## src/slot_timer_regs.svh

```systemverilog
// Operation
// - count steps down once per active edge
// - reaching zero sets the expiry flag
// - stop mode halts the count at zero
// - free-run mode wraps zero to all ones
// - expiry with local enable sets irq flag
// - request needs local and global enable
// - count write loads value immediately
// - write on active edge stores value minus one
// - 18-bit prescaler, top eight bits from register
// - prescaler counts up, wraps at the terminal value
// - all events aligned to system tick
// - interval is value times multiplier per tick
// - expiry pulses the dma trigger
// - deep sleep exit restores reset values
// - writing one to expiry flag does nothing
// - stop mode: generator runs while count nonzero
// - free-run mode: generator always runs
// - prescale value zero means 256
`ifndef SLOT_TIMER_REGS_SVH
`define SLOT_TIMER_REGS_SVH

// ==========================================================
// register offsets in special function space
`define SLOT_COUNT_ADDR 8'h9c
`define SLOT_PRESCALE_ADDR 8'h9d
`define SLOT_CONTROL_ADDR 8'h9e

// ==========================================================
// control field positions
`define CTL_EXPIRY_BIT 6
`define CTL_IRQ_EN_BIT 4
`define CTL_FREE_RUN_BIT 2
`define CTL_MULT_LSB 0

// ==========================================================
// reset values
`define SLOT_COUNT_RESET 8'h00
`define SLOT_PRESCALE_RESET 8'h00
`define SLOT_CONTROL_RESET 8'h00

// ==========================================================
// prescaler step per tick for each multiplier code
`define STEP_MULT_64 11'h010
`define STEP_MULT_128 11'h008
`define STEP_MULT_256 11'h004
`define STEP_MULT_1024 11'h001
`define PRESCALE_LOW_BITS 10

`endif

```

## src/mac_slot_pkg.sv

```systemverilog
package mac_slot_pkg;

  // interval multiplier selection
  typedef enum logic [1:0] {
    MULT_64 = 2'b00,
    MULT_128 = 2'b01,
    MULT_256 = 2'b10,
    MULT_1024 = 2'b11
  } interval_multiplier_t;

  // control register layout
  typedef struct packed {
    logic reservedHigh;
    logic expiryFlag;
    logic reservedMid;
    logic irqEnable;
    logic reservedLow;
    logic freeRunSelect;
    interval_multiplier_t intervalMultiplier;
  } slot_ctrl_t;

  // one special function register write
  typedef struct packed {
    logic en;
    logic [7:0] addr;
    logic [7:0] data;
  } sfr_write_t;

  // tick generator state
  typedef enum logic {
    GEN_IDLE = 1'b0,
    GEN_RUN = 1'b1
  } gen_state_t;

endpackage : mac_slot_pkg

```

## src/mac_slot_down_timer.sv

```systemverilog
`timescale 1ns/100ps
`include "slot_timer_regs.svh"

module mac_slot_down_timer #(
  parameter int PRESCALE_WIDTH = 18 // prescaler counter width
) (
  input wire logic clock, // system clock
  input wire logic sys_rst, // async reset, active high
  input wire logic clockEnable, // freezes state when low; event pulse outputs clear to zero
  input wire logic systemTickRate, // tick strobe from clock control
  input wire logic deepSleepExit, // pulse on return from deepest sleep
  input wire mac_slot_pkg::sfr_write_t sfrWrite, // register write port
  input wire logic [7:0] sfrReadAddr, // register read address
  output logic [7:0] sfrReadData, // registered read data
  input wire logic slotIrqGlobalEnable, // global enable bit for this timer
  output logic slotIrqFlag, // pulse that sets the interrupt flag
  output logic slotIrqRequest, // pulse requesting an interrupt
  output logic slotExpiryDmaTrigger // pulse to the dma controller
);
  import mac_slot_pkg::*;

  // ==========================================================
  // state
  logic [7:0] countValue;
  logic [7:0] prescaleValue;
  slot_ctrl_t control;
  logic [PRESCALE_WIDTH-1:0] prescaler;
  gen_state_t genState;

  // ==========================================================
  // decoded write strobes
  logic countWrite;
  logic prescaleWrite;
  logic controlWrite;
  slot_ctrl_t writeCtrl;

  assign countWrite = sfrWrite.en && (sfrWrite.addr == `SLOT_COUNT_ADDR);
  assign prescaleWrite = sfrWrite.en && (sfrWrite.addr == `SLOT_PRESCALE_ADDR);
  assign controlWrite = sfrWrite.en && (sfrWrite.addr == `SLOT_CONTROL_ADDR);
  assign writeCtrl = slot_ctrl_t'(sfrWrite.data);

  // ==========================================================
  // prescaler terminal value
  logic [10:0] stepSize;
  logic [PRESCALE_WIDTH:0] fullSpan;
  logic [PRESCALE_WIDTH:0] terminal;

  // step per tick scales a fixed 1024 span down to the multiplier
  always_comb begin
    unique case (control.intervalMultiplier)
      MULT_64: stepSize = `STEP_MULT_64;
      MULT_128: stepSize = `STEP_MULT_128;
      MULT_256: stepSize = `STEP_MULT_256;
      MULT_1024: stepSize = `STEP_MULT_1024;
    endcase
  end

  // zero in the value register stands for 256, one bit above the field
  always_comb begin
    fullSpan = '0;
    fullSpan[PRESCALE_WIDTH] = (prescaleValue == 8'h00);
    fullSpan[PRESCALE_WIDTH-1 -: 8] = prescaleValue;
  end

  // last value before the wrap, so the span is value times multiplier ticks
  assign terminal = fullSpan - (PRESCALE_WIDTH+1)'(stepSize);

  // ==========================================================
  // tick generator run condition
  logic wantRun;
  logic activeEdge;

  // free-run keeps going; stop mode only while count is nonzero
  assign wantRun = control.freeRunSelect || (countValue != 8'h00);

  // one active edge when the prescaler sits exactly on terminal at a system tick
  assign activeEdge = (genState == GEN_RUN) && systemTickRate &&
    (prescaler == terminal[PRESCALE_WIDTH-1:0]);

  // generator state
  always_ff @(posedge clock or posedge sys_rst) begin
    if (sys_rst) begin
      genState <= GEN_IDLE;
    end else if (clockEnable) begin
      if (deepSleepExit) begin
        genState <= GEN_IDLE;
      end else begin
        unique case (genState)
          GEN_IDLE: if (wantRun) genState <= GEN_RUN;
          GEN_RUN: if (!wantRun) genState <= GEN_IDLE;
        endcase
      end
    end
  end

  // prescaler counts up by its step; held at zero while idle so it restarts clean
  always_ff @(posedge clock or posedge sys_rst) begin
    if (sys_rst) begin
      prescaler <= '0;
    end else if (clockEnable) begin
      if (deepSleepExit || (genState == GEN_IDLE) || !wantRun) begin
        prescaler <= '0;
      end else if (systemTickRate) begin
        if (prescaler >= terminal[PRESCALE_WIDTH-1:0]) begin
          // a shortened value can leave it past the end; wrap there too
          prescaler <= '0;
        end else begin
          prescaler <= prescaler + PRESCALE_WIDTH'(stepSize);
        end
      end
    end
  end

  // ==========================================================
  // count register
  logic [7:0] next_count;
  logic decremented;
  logic expiryEvent;

  // a write wins the load but still takes the coincident edge
  always_comb begin
    next_count = countValue;
    decremented = 1'b0;
    if (countWrite && activeEdge) begin
      next_count = sfrWrite.data - 8'h01;
      decremented = 1'b1;
    end else if (countWrite) begin
      next_count = sfrWrite.data;
    end else if (activeEdge) begin
      // from zero only free-run gets here, giving 0xff
      next_count = countValue - 8'h01;
      decremented = 1'b1;
    end
  end

  // stop mode never sees an edge at zero, so it stays there
  assign expiryEvent = decremented && (next_count == 8'h00);

  always_ff @(posedge clock or posedge sys_rst) begin
    if (sys_rst) begin
      countValue <= `SLOT_COUNT_RESET;
    end else if (clockEnable) begin
      if (deepSleepExit) begin
        countValue <= `SLOT_COUNT_RESET;
      end else begin
        countValue <= next_count;
      end
    end
  end

  // ==========================================================
  // prescale value register
  always_ff @(posedge clock or posedge sys_rst) begin
    if (sys_rst) begin
      prescaleValue <= `SLOT_PRESCALE_RESET;
    end else if (clockEnable) begin
      if (deepSleepExit) begin
        prescaleValue <= `SLOT_PRESCALE_RESET;
      end else if (prescaleWrite) begin
        prescaleValue <= sfrWrite.data;
      end
    end
  end

  // ==========================================================
  // control register in one process so the struct has a single driver;
  // reserved bits are never written after reset, so they read zero
  always_ff @(posedge clock or posedge sys_rst) begin
    if (sys_rst) begin
      control <= slot_ctrl_t'(`SLOT_CONTROL_RESET);
    end else if (clockEnable) begin
      if (deepSleepExit) begin
        control <= slot_ctrl_t'(`SLOT_CONTROL_RESET);
      end else begin
        if (controlWrite) begin
          control.irqEnable <= writeCtrl.irqEnable;
          control.freeRunSelect <= writeCtrl.freeRunSelect;
          control.intervalMultiplier <= writeCtrl.intervalMultiplier;
        end
        // hardware set beats a software clear in the same cycle
        if (expiryEvent) begin
          control.expiryFlag <= 1'b1;
        end else if (controlWrite && !writeCtrl.expiryFlag) begin
          control.expiryFlag <= 1'b0;
        end
        // writing one leaves the bit as it is
      end
    end
  end

  // ==========================================================
  // event outputs, registered on the same edge that sets the flag
  always_ff @(posedge clock or posedge sys_rst) begin
    if (sys_rst) begin
      slotIrqFlag <= 1'b0;
      slotIrqRequest <= 1'b0;
      slotExpiryDmaTrigger <= 1'b0;
    end else if (clockEnable) begin
      slotIrqFlag <= expiryEvent && control.irqEnable;
      slotIrqRequest <= expiryEvent && control.irqEnable &&
        slotIrqGlobalEnable;
      slotExpiryDmaTrigger <= expiryEvent;
    end else begin
      // pulses must not stretch while frozen
      slotIrqFlag <= 1'b0;
      slotIrqRequest <= 1'b0;
      slotExpiryDmaTrigger <= 1'b0;
    end
  end

  // ==========================================================
  // read port, one cycle latency; unmapped addresses read zero
  always_ff @(posedge clock or posedge sys_rst) begin
    if (sys_rst) begin
      sfrReadData <= 8'h00;
    end else if (clockEnable) begin
      unique case (sfrReadAddr)
        `SLOT_COUNT_ADDR: sfrReadData <= countValue;
        `SLOT_PRESCALE_ADDR: sfrReadData <= prescaleValue;
        `SLOT_CONTROL_ADDR: sfrReadData <= control;
        default: sfrReadData <= 8'h00;
      endcase
    end
  end

endmodule : mac_slot_down_timer

```

## config.mk

```make
export PLATFORM = sky130hd
export DESIGN_NAME = mac_slot_down_timer
export DESIGN_NICKNAME = d
export VERILOG_FILES = /design/src/mac_slot_pkg.sv /design/src/mac_slot_down_timer.sv
export VERILOG_INCLUDE_DIRS = /design/src
export SDC_FILE = /design/constraint.sdc
export NUM_CORES = 1
export LEC_CHECK = 0
export BUFFER_PORTS_ARGS = -buffer_cell sky130_fd_sc_hd__buf_4
export CAP_MARGIN = 10
export CORE_ASPECT_RATIO = 1.5
export CORE_MARGIN = 5
export CORE_UTILIZATION = 59
export CTS_CLUSTER_DIAMETER = 100
export DETAILED_ROUTE_END_ITERATION = 16
export PLACE_DENSITY = 0.83
export SLEW_MARGIN = 0
export SYNTH_ARGS = -nofsm -noshare
export SYNTH_HDL_FRONTEND = slang
export SYNTH_SLANG_ARGS = --single-unit
```

## constraint.sdc

```tcl
create_clock -name clock -period 4.5 [get_ports clock]
set_input_delay 0.45 -clock clock [delete_from_list [all_inputs] [get_ports clock]]
set_output_delay 0.45 -clock clock [all_outputs]
set_load 0.05 [all_outputs]
```

# Yosys cells after proc, flatten, opt, wreduce, memory -nomap -nowiden
# Cells that the tools add are included.
[word_totals] in_bits=31 word_cells=80 register_bits=51 output_inout_bits=11
[op_classes] reduce_logical=26 add_sub_neg=4 order_cmp=1 bitwise_logic=1 n_mux=26 eq_ne=10
[ops] op="$mux 18" count=3
[ops] op="$eq 8x8->1 const B" count=6
[ops] op="$mux 8" count=6
[ops] op="$pmux 11 s4" count=1
[ops] op="$pmux 8 s3" count=1
[ops] op="$add 18x11->18" count=1
[ops] op="$eq 18x18->1" count=1
[ops] op="$ge 18x18->1" count=1
[ops] op="$sub 18x11->18" count=1
[ops] op="$sub 8x1->8 const B" count=2
[ops] op="$mux 1" count=13
[ops] op="$logic_and 1x1->1" count=10
[ops] op="$logic_not 8->1" count=1
[ops] op="$reduce_and 2->1" count=4
[ops] op="$reduce_bool 8->1" count=1
[ops] op="$mux 3" count=2
[ops] op="$reduce_bool 2->1" count=3
[ops] op="$eq 2x2->1 const B" count=2
[ops] op="$logic_or 1x1->1" count=3
[ops] op="$reduce_bool 3->1" count=1
[ops] op="$eq 2x1->1 const B" count=1
[ops] op="$logic_not 1->1" count=2
[ops] op="$logic_not 2->1" count=1
[ops] op="$not 1->1" count=1

# Depth between registers and ports, before layout
# Gate-level depths: netlist of run 1.
[depth] ltp_word=13 mapped_depth=16 depth_no_buf=14

# Least setup slack after synthesis of run 1
# No wires, ideal clock.
[synth_timing] path_type="register to register" start="register prescaleValue[4]" end="register control[6] (netlist name)" arrival_time_ps=3702 required_time_ps=4376 synth_period_minus_slack_ps=3826 setup_time_ps=124 setup_slack_ps=674 path_stages_with_launch=15 path_buffers=1 path_cell_list="dfrtp_1 > or3_1 > or2_2 > nor4_1 > xnor2_1 > ha_1 > nand2_1 > or4_4 > buf_6 > nor4b_1 > xor2_1 > a2111oi_2 > and4_4 > mux2i_1 > o21ai_1"
[synth_between] elab_chain_cells=10 word_cells_on_any_way=16 cone_classes="add/sub: 1; eq/ne: 1; mux: 8; reduce/logical: 6"
[synth_rtl] element="start, declared" line="mac_slot_down_timer.sv:25" text="logic [7:0] prescaleValue;"
[synth_rtl] element="start signal, assigned" line="mac_slot_down_timer.sv:155" text="prescaleValue <= `SLOT_PRESCALE_RESET;"
[synth_rtl] element="start signal, assigned" line="mac_slot_down_timer.sv:158" text="prescaleValue <= `SLOT_PRESCALE_RESET;"
[synth_rtl] element="start signal, assigned" line="mac_slot_down_timer.sv:160" text="prescaleValue <= sfrWrite.data;"
[synth_rtl] element="$sub 18x11->18 *" line="mac_slot_down_timer.sv:66" text="assign terminal = fullSpan - (PRESCALE_WIDTH+1)'(stepSize);"
[synth_rtl] element="$eq 18x18->1 *" line="mac_slot_down_timer.sv:78" text="(prescaler == terminal[PRESCALE_WIDTH-1:0]);"
[synth_rtl] element="$logic_and 1x1->1 *" line="mac_slot_down_timer.sv:77" text="assign activeEdge = (genState == GEN_RUN) && systemTickRate &&"
[synth_rtl] element="$mux 8" line="mac_slot_down_timer.sv:129" text="end else if (activeEdge) begin"
[synth_rtl] element="$mux 8" line="mac_slot_down_timer.sv:127" text="end else if (countWrite) begin"
[synth_rtl] element="$mux 8" line="mac_slot_down_timer.sv:124" text="if (countWrite && activeEdge) begin"
[synth_rtl] element="$logic_not 8->1" line="mac_slot_down_timer.sv:137" text="assign expiryEvent = decremented && (next_count == 8'h00);"
[synth_rtl] element="$logic_and 1x1->1 *" line="mac_slot_down_timer.sv:137"
[synth_rtl] element="$reduce_bool 3->1 (no source line) / $mux 1 (equally long branches)"
[synth_rtl] element="$reduce_and 2->1 (no source line) / $mux 1 (equally long branches)"
[synth_rtl] element="end signal, assigned" line="mac_slot_down_timer.sv:170" text="control <= slot_ctrl_t'(`SLOT_CONTROL_RESET);"
[synth_rtl] element="end signal, assigned" line="mac_slot_down_timer.sv:173" text="control <= slot_ctrl_t'(`SLOT_CONTROL_RESET);"
[synth_rtl] element="end, declared" line="mac_slot_down_timer.sv:26" text="slot_ctrl_t control;"
# Every way passes the cells marked *; elsewhere a longest branch is shown, timed or not.
# A chain may end at the register's enable or synchronous reset.

# Worst setup path in the final report of run 1
[layout_timing] start="register prescaleValue[3]" end="register control[6] (netlist name)"
# The elaborated chain is that of the path after synthesis.

==> summary.md, run 1 <==
| Metric | Value |
|---|---|
| Worst Path Arrival | `4340 ps` |
| Post-cts repair resize count | `0` |
| Synth Warn # | `0` |
| CP max FO | `17` |
| Die W | `73.3 µm` |
| # IOs | `42` |
| Clk buf depth | `2` |
| Most frequent cell after synthesis | `dfrtp_1` |
| First-pass DRT Iterations | `5` |
| Via count | `3206` |
| Register area share after synthesis | `36.0%` |
| RSZ-0062 raised after global routing | `false` |
| H-tree levels | `2` |
| Yosys reg bits | `51` |
| Worst-path cell chain | `or3_1 -> or2_2 -> nor4_1 -> xnor2_1 -> ha_1 -> nand2_1 -> or4_4 -> nor4b_1 -> xor2_1 -> a2111oi_2 -> and4_4 -> mux2i_1 -> o21ai_1` |
| Clk slew on worst S/H paths | `100 ps` |
| Max-slew headroom | `45.9%` |
| Vias in the first global route | `3207` |
| Synth cell count leaders | `dfrtp_1, nor2_1, nand2_1` |
| Setup violators final | `0` |
| Max-Cap Viols | `0` |
| Post-synth EDFFs | `0` |
| Mapped cell area | `0.00354 mm²` |
| Syn Area/Cell | `8.96 µm²` |
| Tmin final | `4140 ps` |
| Diode count | `0` |
| Initial DRC count | `190` |
| Clk_lat worst skew | `320 ps` |
| Die area | `0.00768 mm²` |
| Design Power | `0.885 mW` |
| PD cells | `221 mW/mm²` |
| Final Hold Viols | `0` |
| Initial core utilization | `60.8%` |
| # hold bufs at CTS | `0` |
| Number of buffers created by CTS | `5` |
| Critical Path Sink Type | `flip-flop` |
| CP Data Required Time | `4700 ps` |
| Static Leakage | `1.87 nW` |
| Setup Fix Bufs, Post-CTS | `0` |
| NumNets Final | `490` |
| Post-synth cell types | `58` |
| Chip height | `105 µm` |
| Worst setup SP type | `flip-flop` |
| CP max-delay cell | `or4_4` |
| Setup tns final | `0 ps` |
| Layout cells sized above 1 | `17.5%` |
| Critical path class | `flip-flop to flip-flop` |
| Clock sink count | `51` |
| Port bufs | `41` |
| HPWL after DPL | `7.09 mm` |
| Area growth syn-to-layout | `13.3%` |
| Grt total ovfl | `0` |
| Worst Skew | `6.75 ps` |
| Pins Over Slew Limit | `0` |
| Top post-synthesis cells by area | `dfrtp_1, ha_1, nor2_1, xnor2_1, nand2_1` |
| Core Util, Final | `68.8%` |
| Cell taking the most area after synthesis | `dfrtp_1` |
| CP top delay family | `simple AND/OR/NAND/NOR gates` |
| Maximum vdd drop | `0.128 mV` |
| CTS root buffer | `clkbuf_8` |
| Largest net degree at the start of global routing | `52` |
| Finished Cell Area | `0.00401 mm²` |
| Async set or reset register ratio after synthesis | `100%` |
| Floorplan core area | `0.00583 mm²` |
| Routability cong. | `0.975` |
| TritonCTS clock tree | `done` |
| WHS | `88.5 ps` |
| Total GRT Usage | `25.4%` |
| Max frequency | `241 MHz` |
| Via density | `6.32` |
| Final WL | `9.34 mm` |
| Slowest stage delay, CP | `660 ps` |
| Initial antenna violation count | `0` |
| Crit path buf inv count | `0` |
| Final period util | `92.0%` |
| DP Area | `0.00390 mm²` |
| Top_reg_cell synth | `dfrtp_1` |
| First-pass GRT wire length | `15.4 mm` |
| Antenna Violating Nets Remaining | `0` |
| Residual DRC | `0` |
| Slew @ Worst Pin | `805 ps` |
| Post-synth top area share | `36.0%` |
| Cells after synthesis | `395` |
| WL per Instance | `18.4 µm` |
| Status | `complete, no violations` |
| Row count | `34` |
| Min-Delay Path Class | `primary input to async pin` |
## cell type report
type | count | area, µm²
multi-input combinational | 305 | 2090
fill | 469 | 1820
sequential | 51 | 1280
timing repair buffer | 48 | 373
tap | 72 | 90.1
inverter | 23 | 86.3
clock buffer | 5 | 68.8
clock inverter | 3 | 23.8
## final timing paths
check	start	to	slack, ps	cells after the start
worst max-delay path	prescaleValue[3]	control[6]	360	13
worst min-delay path	sys_rst	prescaler[3]	90	2
worst max register to register	prescaleValue[3]	control[6]	360	13
worst min register to register	prescaler[0]	prescaler[0]	530	2
max in group asynchronous	sys_rst	prescaleValue[7]	3890	3
min in group clock	deepSleepExit	control[6]	370	2
## kinds of logic after synthesis
family,count (synthesis),share of synthesized area (%)
buffers and inverters,40,4.98
DFF,51,36.0
xor gates and xnor gates,22,5.44
adders and majority gates,25,8.83
other,1,0.106
and+or+nand+nor,150,23.3
muxes,4,1.24
AOI/OAI and AO/OA,102,20.0
## cell usage in the layout, fill, tap and decap left out, drive strengths merged, types with 3 or more instances in the layout
| master | count |
|---|---|
| nor3 | 10 |
| o21ai | 22 |
| xor2 | 9 |
| a21oi | 19 |
| nand4 | 6 |
| or2 | 5 |
| ha | 25 |
| a41o | 3 |
| and2 | 5 |
| nor2b | 12 |
| o21a | 5 |
| xnor2 | 13 |
| a22oi | 6 |
| inv | 24 |
| and4 | 4 |
| nand3 | 14 |
| o31ai | 8 |
| a22o | 8 |
| or3 | 8 |
| nand2b | 3 |
| or4 | 7 |
| a31o | 4 |
| a21o | 4 |
| nor2 | 33 |
| a211oi | 3 |
| nor4 | 4 |
| o41ai | 3 |
| dfrtp | 51 |
| mux2 | 3 |
| a31oi | 5 |
| nand2 | 28 |
| buf | 48 |
| clkbuf | 5 |
| nand4b | 3 |
| o22ai | 4 |
## per-layer routing
layer  GRT usage (%)  share of wire [%]  vias up  wire length (µm)
met3            3.36                3.8       28               357
met4            12.5                4.1        0               380
met5               0                  0        -                 0
met1            27.5                 38     1575              3570
met2            46.4                 54       88              5040
li1                -                  -     1515                 -
## power by group
part / internal, mW / leakage [nW] / switching (mW)
Sequential: 0.466 / 0.701 / 0.00839
Clock: 0.112 / 0.0408 / 0.171
Combinational: 0.0519 / 1.13 / 0.0759
## through the flow
stage / setup WS, ps / std cells
after floorplan: 674 / 396
after global placement: 533 / 498
after detailed placement: 405 / 498
after CTS: 393 / 506
after global routing: 9.30 / 507
final: 359 / 507
## flip-flops by register name, summed over array words and instances (netlist names)
name and cells:
prescaler 18, countValue 8, prescaleValue 8, sfrReadData 8, control 5, genState 1
slotExpiryDmaTrigger 1, slotIrqFlag 1, slotIrqRequest 1
No activity file was read; power rests on OpenSTA's default activity.
==> inputs of run 2 (changes only) <==
--- a/config.mk
+++ b/config.mk
@@ -10,10 +10,10 @@
 export CAP_MARGIN = 10
 export CORE_ASPECT_RATIO = 1.5
 export CORE_MARGIN = 5
-export CORE_UTILIZATION = 59
+export CORE_UTILIZATION = 63
 export CTS_CLUSTER_DIAMETER = 100
 export DETAILED_ROUTE_END_ITERATION = 16
-export PLACE_DENSITY = 0.83
+export PLACE_DENSITY = 0.87
 export SLEW_MARGIN = 0
 export SYNTH_ARGS = -nofsm -noshare
 export SYNTH_HDL_FRONTEND = slang
==> constraint.sdc (replaced) <==
create_clock -name clock -period 5.26 [get_ports clock]
set_input_delay 0.526 -clock clock [delete_from_list [all_inputs] [get_ports clock]]
set_output_delay 0.526 -clock clock [all_outputs]
set_load 0.05 [all_outputs]
==> run 2 against run 1 <==
Compared with the run above:
- routed wire length decreased by 0.51%
- via count increased by 1.2%
- count of clock-buffer cells in the layout increased by 2
- global-route usage increased by 1.8 points
- register-to-register slack improved by 700 ps
==> summary.md, run 2 (synthesized netlist as in run 1, its figures left out) <==
| Metric | Value |
|---|---|
| Critical R2R Capture | `control[6]` |
| Pins Over Slew Limit | `0 (unchanged)` |
| Flip-flop count of the largest register after layout | `18 (unchanged)` |
| Clk slew on worst S/H paths | `90 ps (about the same)` |
| CP max-delay cell | `or4_4` |
| Status | `complete, no violations` |
| Critical Path Sink Type | `flip-flop` |
| First-pass GRT wire length | `15.6 mm (+1.8%)` |
| Setup tns final | `0 ps (unchanged)` |
| CP max FO | `17 (unchanged)` |
| Final period util | `79.9% (-12 points)` |
| Diode count | `0 (unchanged)` |
| Port bufs | `41 (unchanged)` |
| Worst Skew | `7.56 ps (+0.810 ps)` |
| Slowest stage delay, CP | `660 ps (about the same)` |
| Hold path start | `deepSleepExit` |
| Routability cong. | `0.954 (-2.1%)` |
| Initial core utilization | `65.0% (+4.2 points)` |
| CTS root buffer | `clkbuf_8` |
| Total GRT Usage | `27.2% (+1.8 points)` |
| Largest reg by FF count | `prescaler` |
| Worst Hold End | `control[6]` |
| Tmin final | `4200 ps (+60.8 ps)` |
| Setup slack, reg-to-reg | `1060 ps (+700 ps)` |
| Chip height | `102 µm (-2.9%)` |
| FF-to-FF Start | `prescaleValue[3]` |
| Clock sink count | `51 (unchanged)` |
| Worst hold path cell count | `2` |
| Area growth syn-to-layout | `11.2%` |
| Setup Fix Bufs, Post-CTS | `0 (unchanged)` |
| Max-slew headroom | `26.9% (-19 points)` |
| RSZ-0062 raised after global routing | `false` |
| Commonest non-fill, non-tap cells in the layout | `dfrtp_1, buf_4, nor2_1, nand2_1, ha_1` |
| First-pass DRT Iterations | `4 (-1)` |
| Clk_lat worst skew | `310 ps (about the same)` |
| Post-cts repair resize count | `0 (unchanged)` |
| Static Leakage | `1.84 nW (-1.7%)` |
| Die W | `71.2 µm (-2.8%)` |
| Layout cells sized above 1 | `15.9% (-1.6 points)` |
| PD cells | `187 mW/mm² (-15%)` |
| Maximum vdd drop | `0.129 mV (+1.0%)` |
| Worst Setup SP | `prescaleValue[3]` |
| Worst-path cell chain | `or3_1 -> or2_2 -> nor4_1 -> xnor2_1 -> ha_1 -> nand2_1 -> or4_4 -> nor4b_1 -> xor2_1 -> a2111oi_2 -> and4_4 -> mux2i_1 -> o21ai_1` |
| Residual DRC | `0 (unchanged)` |
| # IOs | `42 (unchanged)` |
| Largest net degree at the start of global routing | `52 (unchanged)` |
| Antenna Violating Nets Remaining | `0 (unchanged)` |
| Cells after DPL | `491 (-1.4%)` |
| Post-Layout Cell Count | `499 (-1.6%)` |
| CP Data Required Time | `5450 ps (+750 ps)` |
| Clk buf depth | `2 (unchanged)` |
| Max frequency | `238 MHz (-1.4%)` |
| TritonCTS clock tree | `done` |
| # hold bufs at CTS | `0 (unchanged)` |
| Final WL | `9.30 mm (-0.51%)` |
| Via count | `3246 (+1.2%)` |
| NumNets Final | `484 (-1.2%)` |
| WL per Instance | `18.6 µm (+1.1%)` |
| Min-Delay Path Class | `primary input to flip-flop` |
| Number of buffers created by CTS | `5 (unchanged)` |
| R2R cell count | `13 (unchanged)` |
| Final Hold Viols | `0 (unchanged)` |
| Grt total ovfl | `0 (unchanged)` |
| Leading cell type in the layout, fill and taps excluded | `dfrtp_1` |
| Die area | `0.00725 mm² (-5.6%)` |
| Critical path class | `flip-flop to flip-flop` |
| Worst Path Arrival | `4400 ps (+60 ps)` |
| Row count | `33 (-2.9%)` |
| Max-Cap Viols | `0 (unchanged)` |
| Floorplan core area | `0.00545 mm² (-6.5%)` |
| Worst setup SP type | `flip-flop` |
| Setup violators final | `0 (unchanged)` |
| HPWL after DPL | `7.11 mm (+0.26%)` |
| Via density | `6.51 (+2.9%)` |
| Vias in the first global route | `3321 (+3.6%)` |
| H-tree levels | `2 (unchanged)` |
| Initial DRC count | `311 (+64%)` |
| Slew @ Worst Pin | `1100 ps (+290 ps)` |
| Initial antenna violation count | `0 (unchanged)` |
-- run 2: cell types whose count changed in the layout (fill, tap and decap cells not counted) --
cell / change
buf_4: -5
clkbuf_1: +2
clkinvlp_4: -2
buf_12: -1
clkinv_2: +1
inv_6: -1
-- run 2: layout make-up --
type                       instances  area (µm²)
clock inverter                     1        5.00
fill                             430        1510
clock buffer                       7        76.3
sequential                        51        1280
inverter                          23        86.3
timing repair buffer              42         315
tap                               70        87.6
multi-input combinational        305        2090
-- run 2: through the flow --
step                utilization [%]  hold WS (ps)  worst slack, ps  power [mW]  cell area [µm²]
global placement               70.8           504             1290       0.516             3860
CTS                            72.3           446             1060       0.734             3940
floorplan                         -           477             1430       0.477             3540
detailed placement             70.8           511             1100       0.520             3860
global route                   72.3           453              726       0.764             3940
finish                         72.3           446             1060       0.738             3940
-- run 2: worst max path at each step --
stage                            end  slack [ps]  cells past startpoint
after global placement    control[6]        1290                     13
after CTS                 control[6]        1060                     13
after global routing      control[6]         730                     13
final                     control[6]        1060                     13
after detailed placement  control[6]        1100                     13
after floorplan           control[6]        1430                     14
-- run 2: worst max-delay path: cells and delay by family, from the launching register on --
kind / cells / cell delay [ps]
flops: 1 / 440
simple gates: 7 / 2370
compound gates: 2 / 500
mux: 1 / 180
xor+xnor: 2 / 280
fa+ha+maj: 1 / 310
-- run 2: metal layers --
layer / part of all wire, % / track usage [%]
met4: 5.5 / 18.1
met2: 53 / 48.7
met3: 5.0 / 4.13
met1: 36 / 29.4
met5: 0 / 0
-- run 2: where the power goes --
group	internal, mW	total (mW)	leakage, nW	switching (mW)
logic	0.0420	0.108	1.10	0.0658
registers	0.399	0.406	0.701	0.00708
clock network	0.0938	0.224	0.0422	0.130
==> inputs of run 3 (changes only) <==
--- a/config.mk
+++ b/config.mk
@@ -10,10 +10,10 @@
 export CAP_MARGIN = 10
 export CORE_ASPECT_RATIO = 1.5
 export CORE_MARGIN = 5
-export CORE_UTILIZATION = 63
+export CORE_UTILIZATION = 59
 export CTS_CLUSTER_DIAMETER = 100
 export DETAILED_ROUTE_END_ITERATION = 16
-export PLACE_DENSITY = 0.87
+export PLACE_DENSITY = 0.83
 export SLEW_MARGIN = 0
 export SYNTH_ARGS = -nofsm -noshare
 export SYNTH_HDL_FRONTEND = slang
==> constraint.sdc (replaced) <==
create_clock -name clock -period 3.9 [get_ports clock]
set_input_delay 0.39 -clock clock [delete_from_list [all_inputs] [get_ports clock]]
set_output_delay 0.39 -clock clock [all_outputs]
set_load 0.05 [all_outputs]
==> run 3 against run 2 <==
Compared with the run above:
- power rose by 36%
- routed wire length is 0.27% lower
- flip-flop and latch count unchanged
- critical path type unchanged
- critical endpoint is now slotIrqRequest
- largest power group unchanged
- highest routed layer unchanged
==> summary.md, run 3 (synthesized netlist as in run 1, its figures left out) <==
| Metric | Value |
|---|---|
| Via density | `6.20 (-4.7%)` |
| Port bufs | `41 (unchanged)` |
| Pins Over Slew Limit | `0 (unchanged)` |
| Initial core utilization | `60.8% (-4.2 points)` |
| Cell-internal power | `0.736 mW (+38%)` |
| CP max FO | `7 (-10)` |
| Clock Power Share | `31.0% (+0.6 points)` |
| Clk_lat worst skew | `310 ps (about the same)` |
| Final Hold Viols | `0 (unchanged)` |
| Slew @ Worst Pin | `1030 ps (-68.4 ps)` |
| Min-Delay Path Class | `primary input to async pin` |
| Maximum vdd drop | `0.149 mV (+15%)` |
| Max-slew headroom | `31.5% (+4.6 points)` |
| Total GRT Usage | `25.2% (-2.0 points)` |
| RSZ-0062 raised after global routing | `true` |
| Max frequency | `266 MHz (+12%)` |
| Critical path class | `flip-flop to flip-flop` |
| Max-Cap Viols | `0 (unchanged)` |
| Row count | `34 (+3.0%)` |
| Tmin final | `3760 ps (-437 ps)` |
| Largest net degree at the start of global routing | `52 (unchanged)` |
| First-pass GRT wire length | `15.2 mm (-2.5%)` |
| Switching share of power | `26.8% (-0.75 points)` |
| Chip height | `105 µm (+3.0%)` |
| Sw Pwr | `0.270 mW (+33%)` |
| NumNets Final | `500 (+3.3%)` |
| Layout cells sized above 1 | `22.3% (+6.4 points)` |
| Die area | `0.00768 mm² (+6.0%)` |
| Critical Path Sink Type | `flip-flop` |
| Largest reg by FF count | `prescaler` |
| Worst Path Arrival | `3970 ps (-430 ps)` |
| Floorplan core area | `0.00583 mm² (+6.9%)` |
| Diode count | `0 (unchanged)` |
| H-tree levels | `2 (unchanged)` |
| Antenna Violating Nets Remaining | `0 (unchanged)` |
| WL per Instance | `18.0 µm (-3.6%)` |
| Status | `complete, no violations` |
| Combinational power share | `14.5% (about the same)` |
| Cells after DPL | `509 (+3.7%)` |
| Routability cong. | `0.964 (+1.0%)` |
| Initial DRC count | `171 (-45%)` |
| Clk buf depth | `2 (unchanged)` |
| # IOs | `42 (unchanged)` |
| Number of buffers created by CTS | `5 (unchanged)` |
| Grt total ovfl | `0 (unchanged)` |
| First-pass DRT Iterations | `4 (unchanged)` |
| Static Leakage | `1.95 nW (+5.8%)` |
| CTS root buffer | `clkbuf_8` |
| Final period util | `96.5% (+17 points)` |
| Fill cells | `459 (+6.7%)` |
| TritonCTS clock tree | `done` |
| Flip-flop count of the largest register after layout | `18 (unchanged)` |
| Final WL | `9.27 mm (-0.27%)` |
| Commonest non-fill, non-tap cells in the layout | `buf_4, dfrtp_1, nor2_1, nand2_1, ha_1` |
| Worst setup SP type | `flip-flop` |
| CP Data Required Time | `4110 ps (-1340 ps)` |
| Setup violators final | `0 (unchanged)` |
| Via count | `3200 (-1.4%)` |
| Clk slew on worst S/H paths | `90 ps (about the same)` |
| Area growth syn-to-layout | `17.8%` |
| Setup tns final | `0 ps (unchanged)` |
| Die W | `73.3 µm (+2.9%)` |
| Leading cell type in the layout, fill and taps excluded | `buf_4` |
| HPWL after DPL | `7.27 mm (+2.4%)` |
| Post-Layout Cell Count | `516 (+3.4%)` |
| Clock sink count | `51 (unchanged)` |
| Vias in the first global route | `3196 (-3.8%)` |
| Sequential Power Share | `54.4% (-0.6 points)` |
| # hold bufs at CTS | `0 (unchanged)` |
| PD cells | `241 mW/mm² (+29%)` |
| Worst Skew | `9.03 ps (+1.47 ps)` |
| Initial antenna violation count | `0 (unchanged)` |
| Residual DRC | `0 (unchanged)` |
[run 3: path summary, 6_finish.rpt]
path | from | slack, ps | to | cells past startpoint
max | prescaleValue[4] | 140 | slotIrqRequest | 14
min | sys_rst | 320 | prescaler[1] | 2
max reg2reg | prescaleValue[4] | 140 | slotIrqRequest | 14
min reg2reg | prescaler[0] | 520 | prescaler[0] | 2
max in group asynchronous | sys_rst | 2920 | prescaleValue[0] | 2
min in group clock | deepSleepExit | 320 | control[6] | 2
[run 3: layer usage]
| layer | GRT usage [%] | wire length [µm] |
|---|---|---|
| met5 | 0 | 0 |
| met3 | 3.17 | 405 |
| met1 | 28.2 | 3350 |
| met2 | 44.7 | 5060 |
| met4 | 13.7 | 451 |
[run 3: power by group through the flow]
stage	clock (mW)	sequential (mW)	combinational, mW
floorplan	0	0.567	0.0761
global placement	0	0.557	0.140
detailed placement	0	0.558	0.144
CTS	0.315	0.547	0.145
global route	0.332	0.549	0.160
finish	0.312	0.548	0.146
[run 3: worst max-delay path, stage by stage, from the launching register on]
cell and delay, ps:
dfrtp_1 390, or3_4 400, or2_4 250, nor4_4 140, xnor2_1 110, ha_1 300, nand2_1 70, or4_4 590
buf_6 160, or4_4 470, a21oi_2 210, a2111oi_4 80, and4_4 200, buf_4 130, and3_1 160
[run 3: layout make-up]
class	count	area [µm²]	area share, %
multi-input combinational	305	2190	52.6
sequential	51	1280	30.6
timing repair buffer	58	439	10.5
tap	72	90.1	2.16
inverter	23	86.3	2.07
clock buffer	6	82.6	1.98
clock inverter	1	5.00	0.120
[run 3: through the flow]
step	worst slack (ps)	utilization, %	hold slack [ps]	instance area (µm²)	total power [mW]
global placement	79.0	68.3	499	3980	0.697
global route	-75.3	71.6	321	4170	1.04
CTS	8.56	69.9	314	4070	1.01
finish	135	71.6	323	4170	1.01
detailed placement	-61.7	68.3	509	3980	0.701
floorplan	73.6	-	477	3540	0.643
[run 3: timing repair]
action | 4_1_cts | 5_1_grt
setup buffers | 0 | 0
resized for setup | 1 | 17
endpoints found under the setup margin | 2 | 4
gates cloned | 0 | 0
pin swaps | 0 | 9
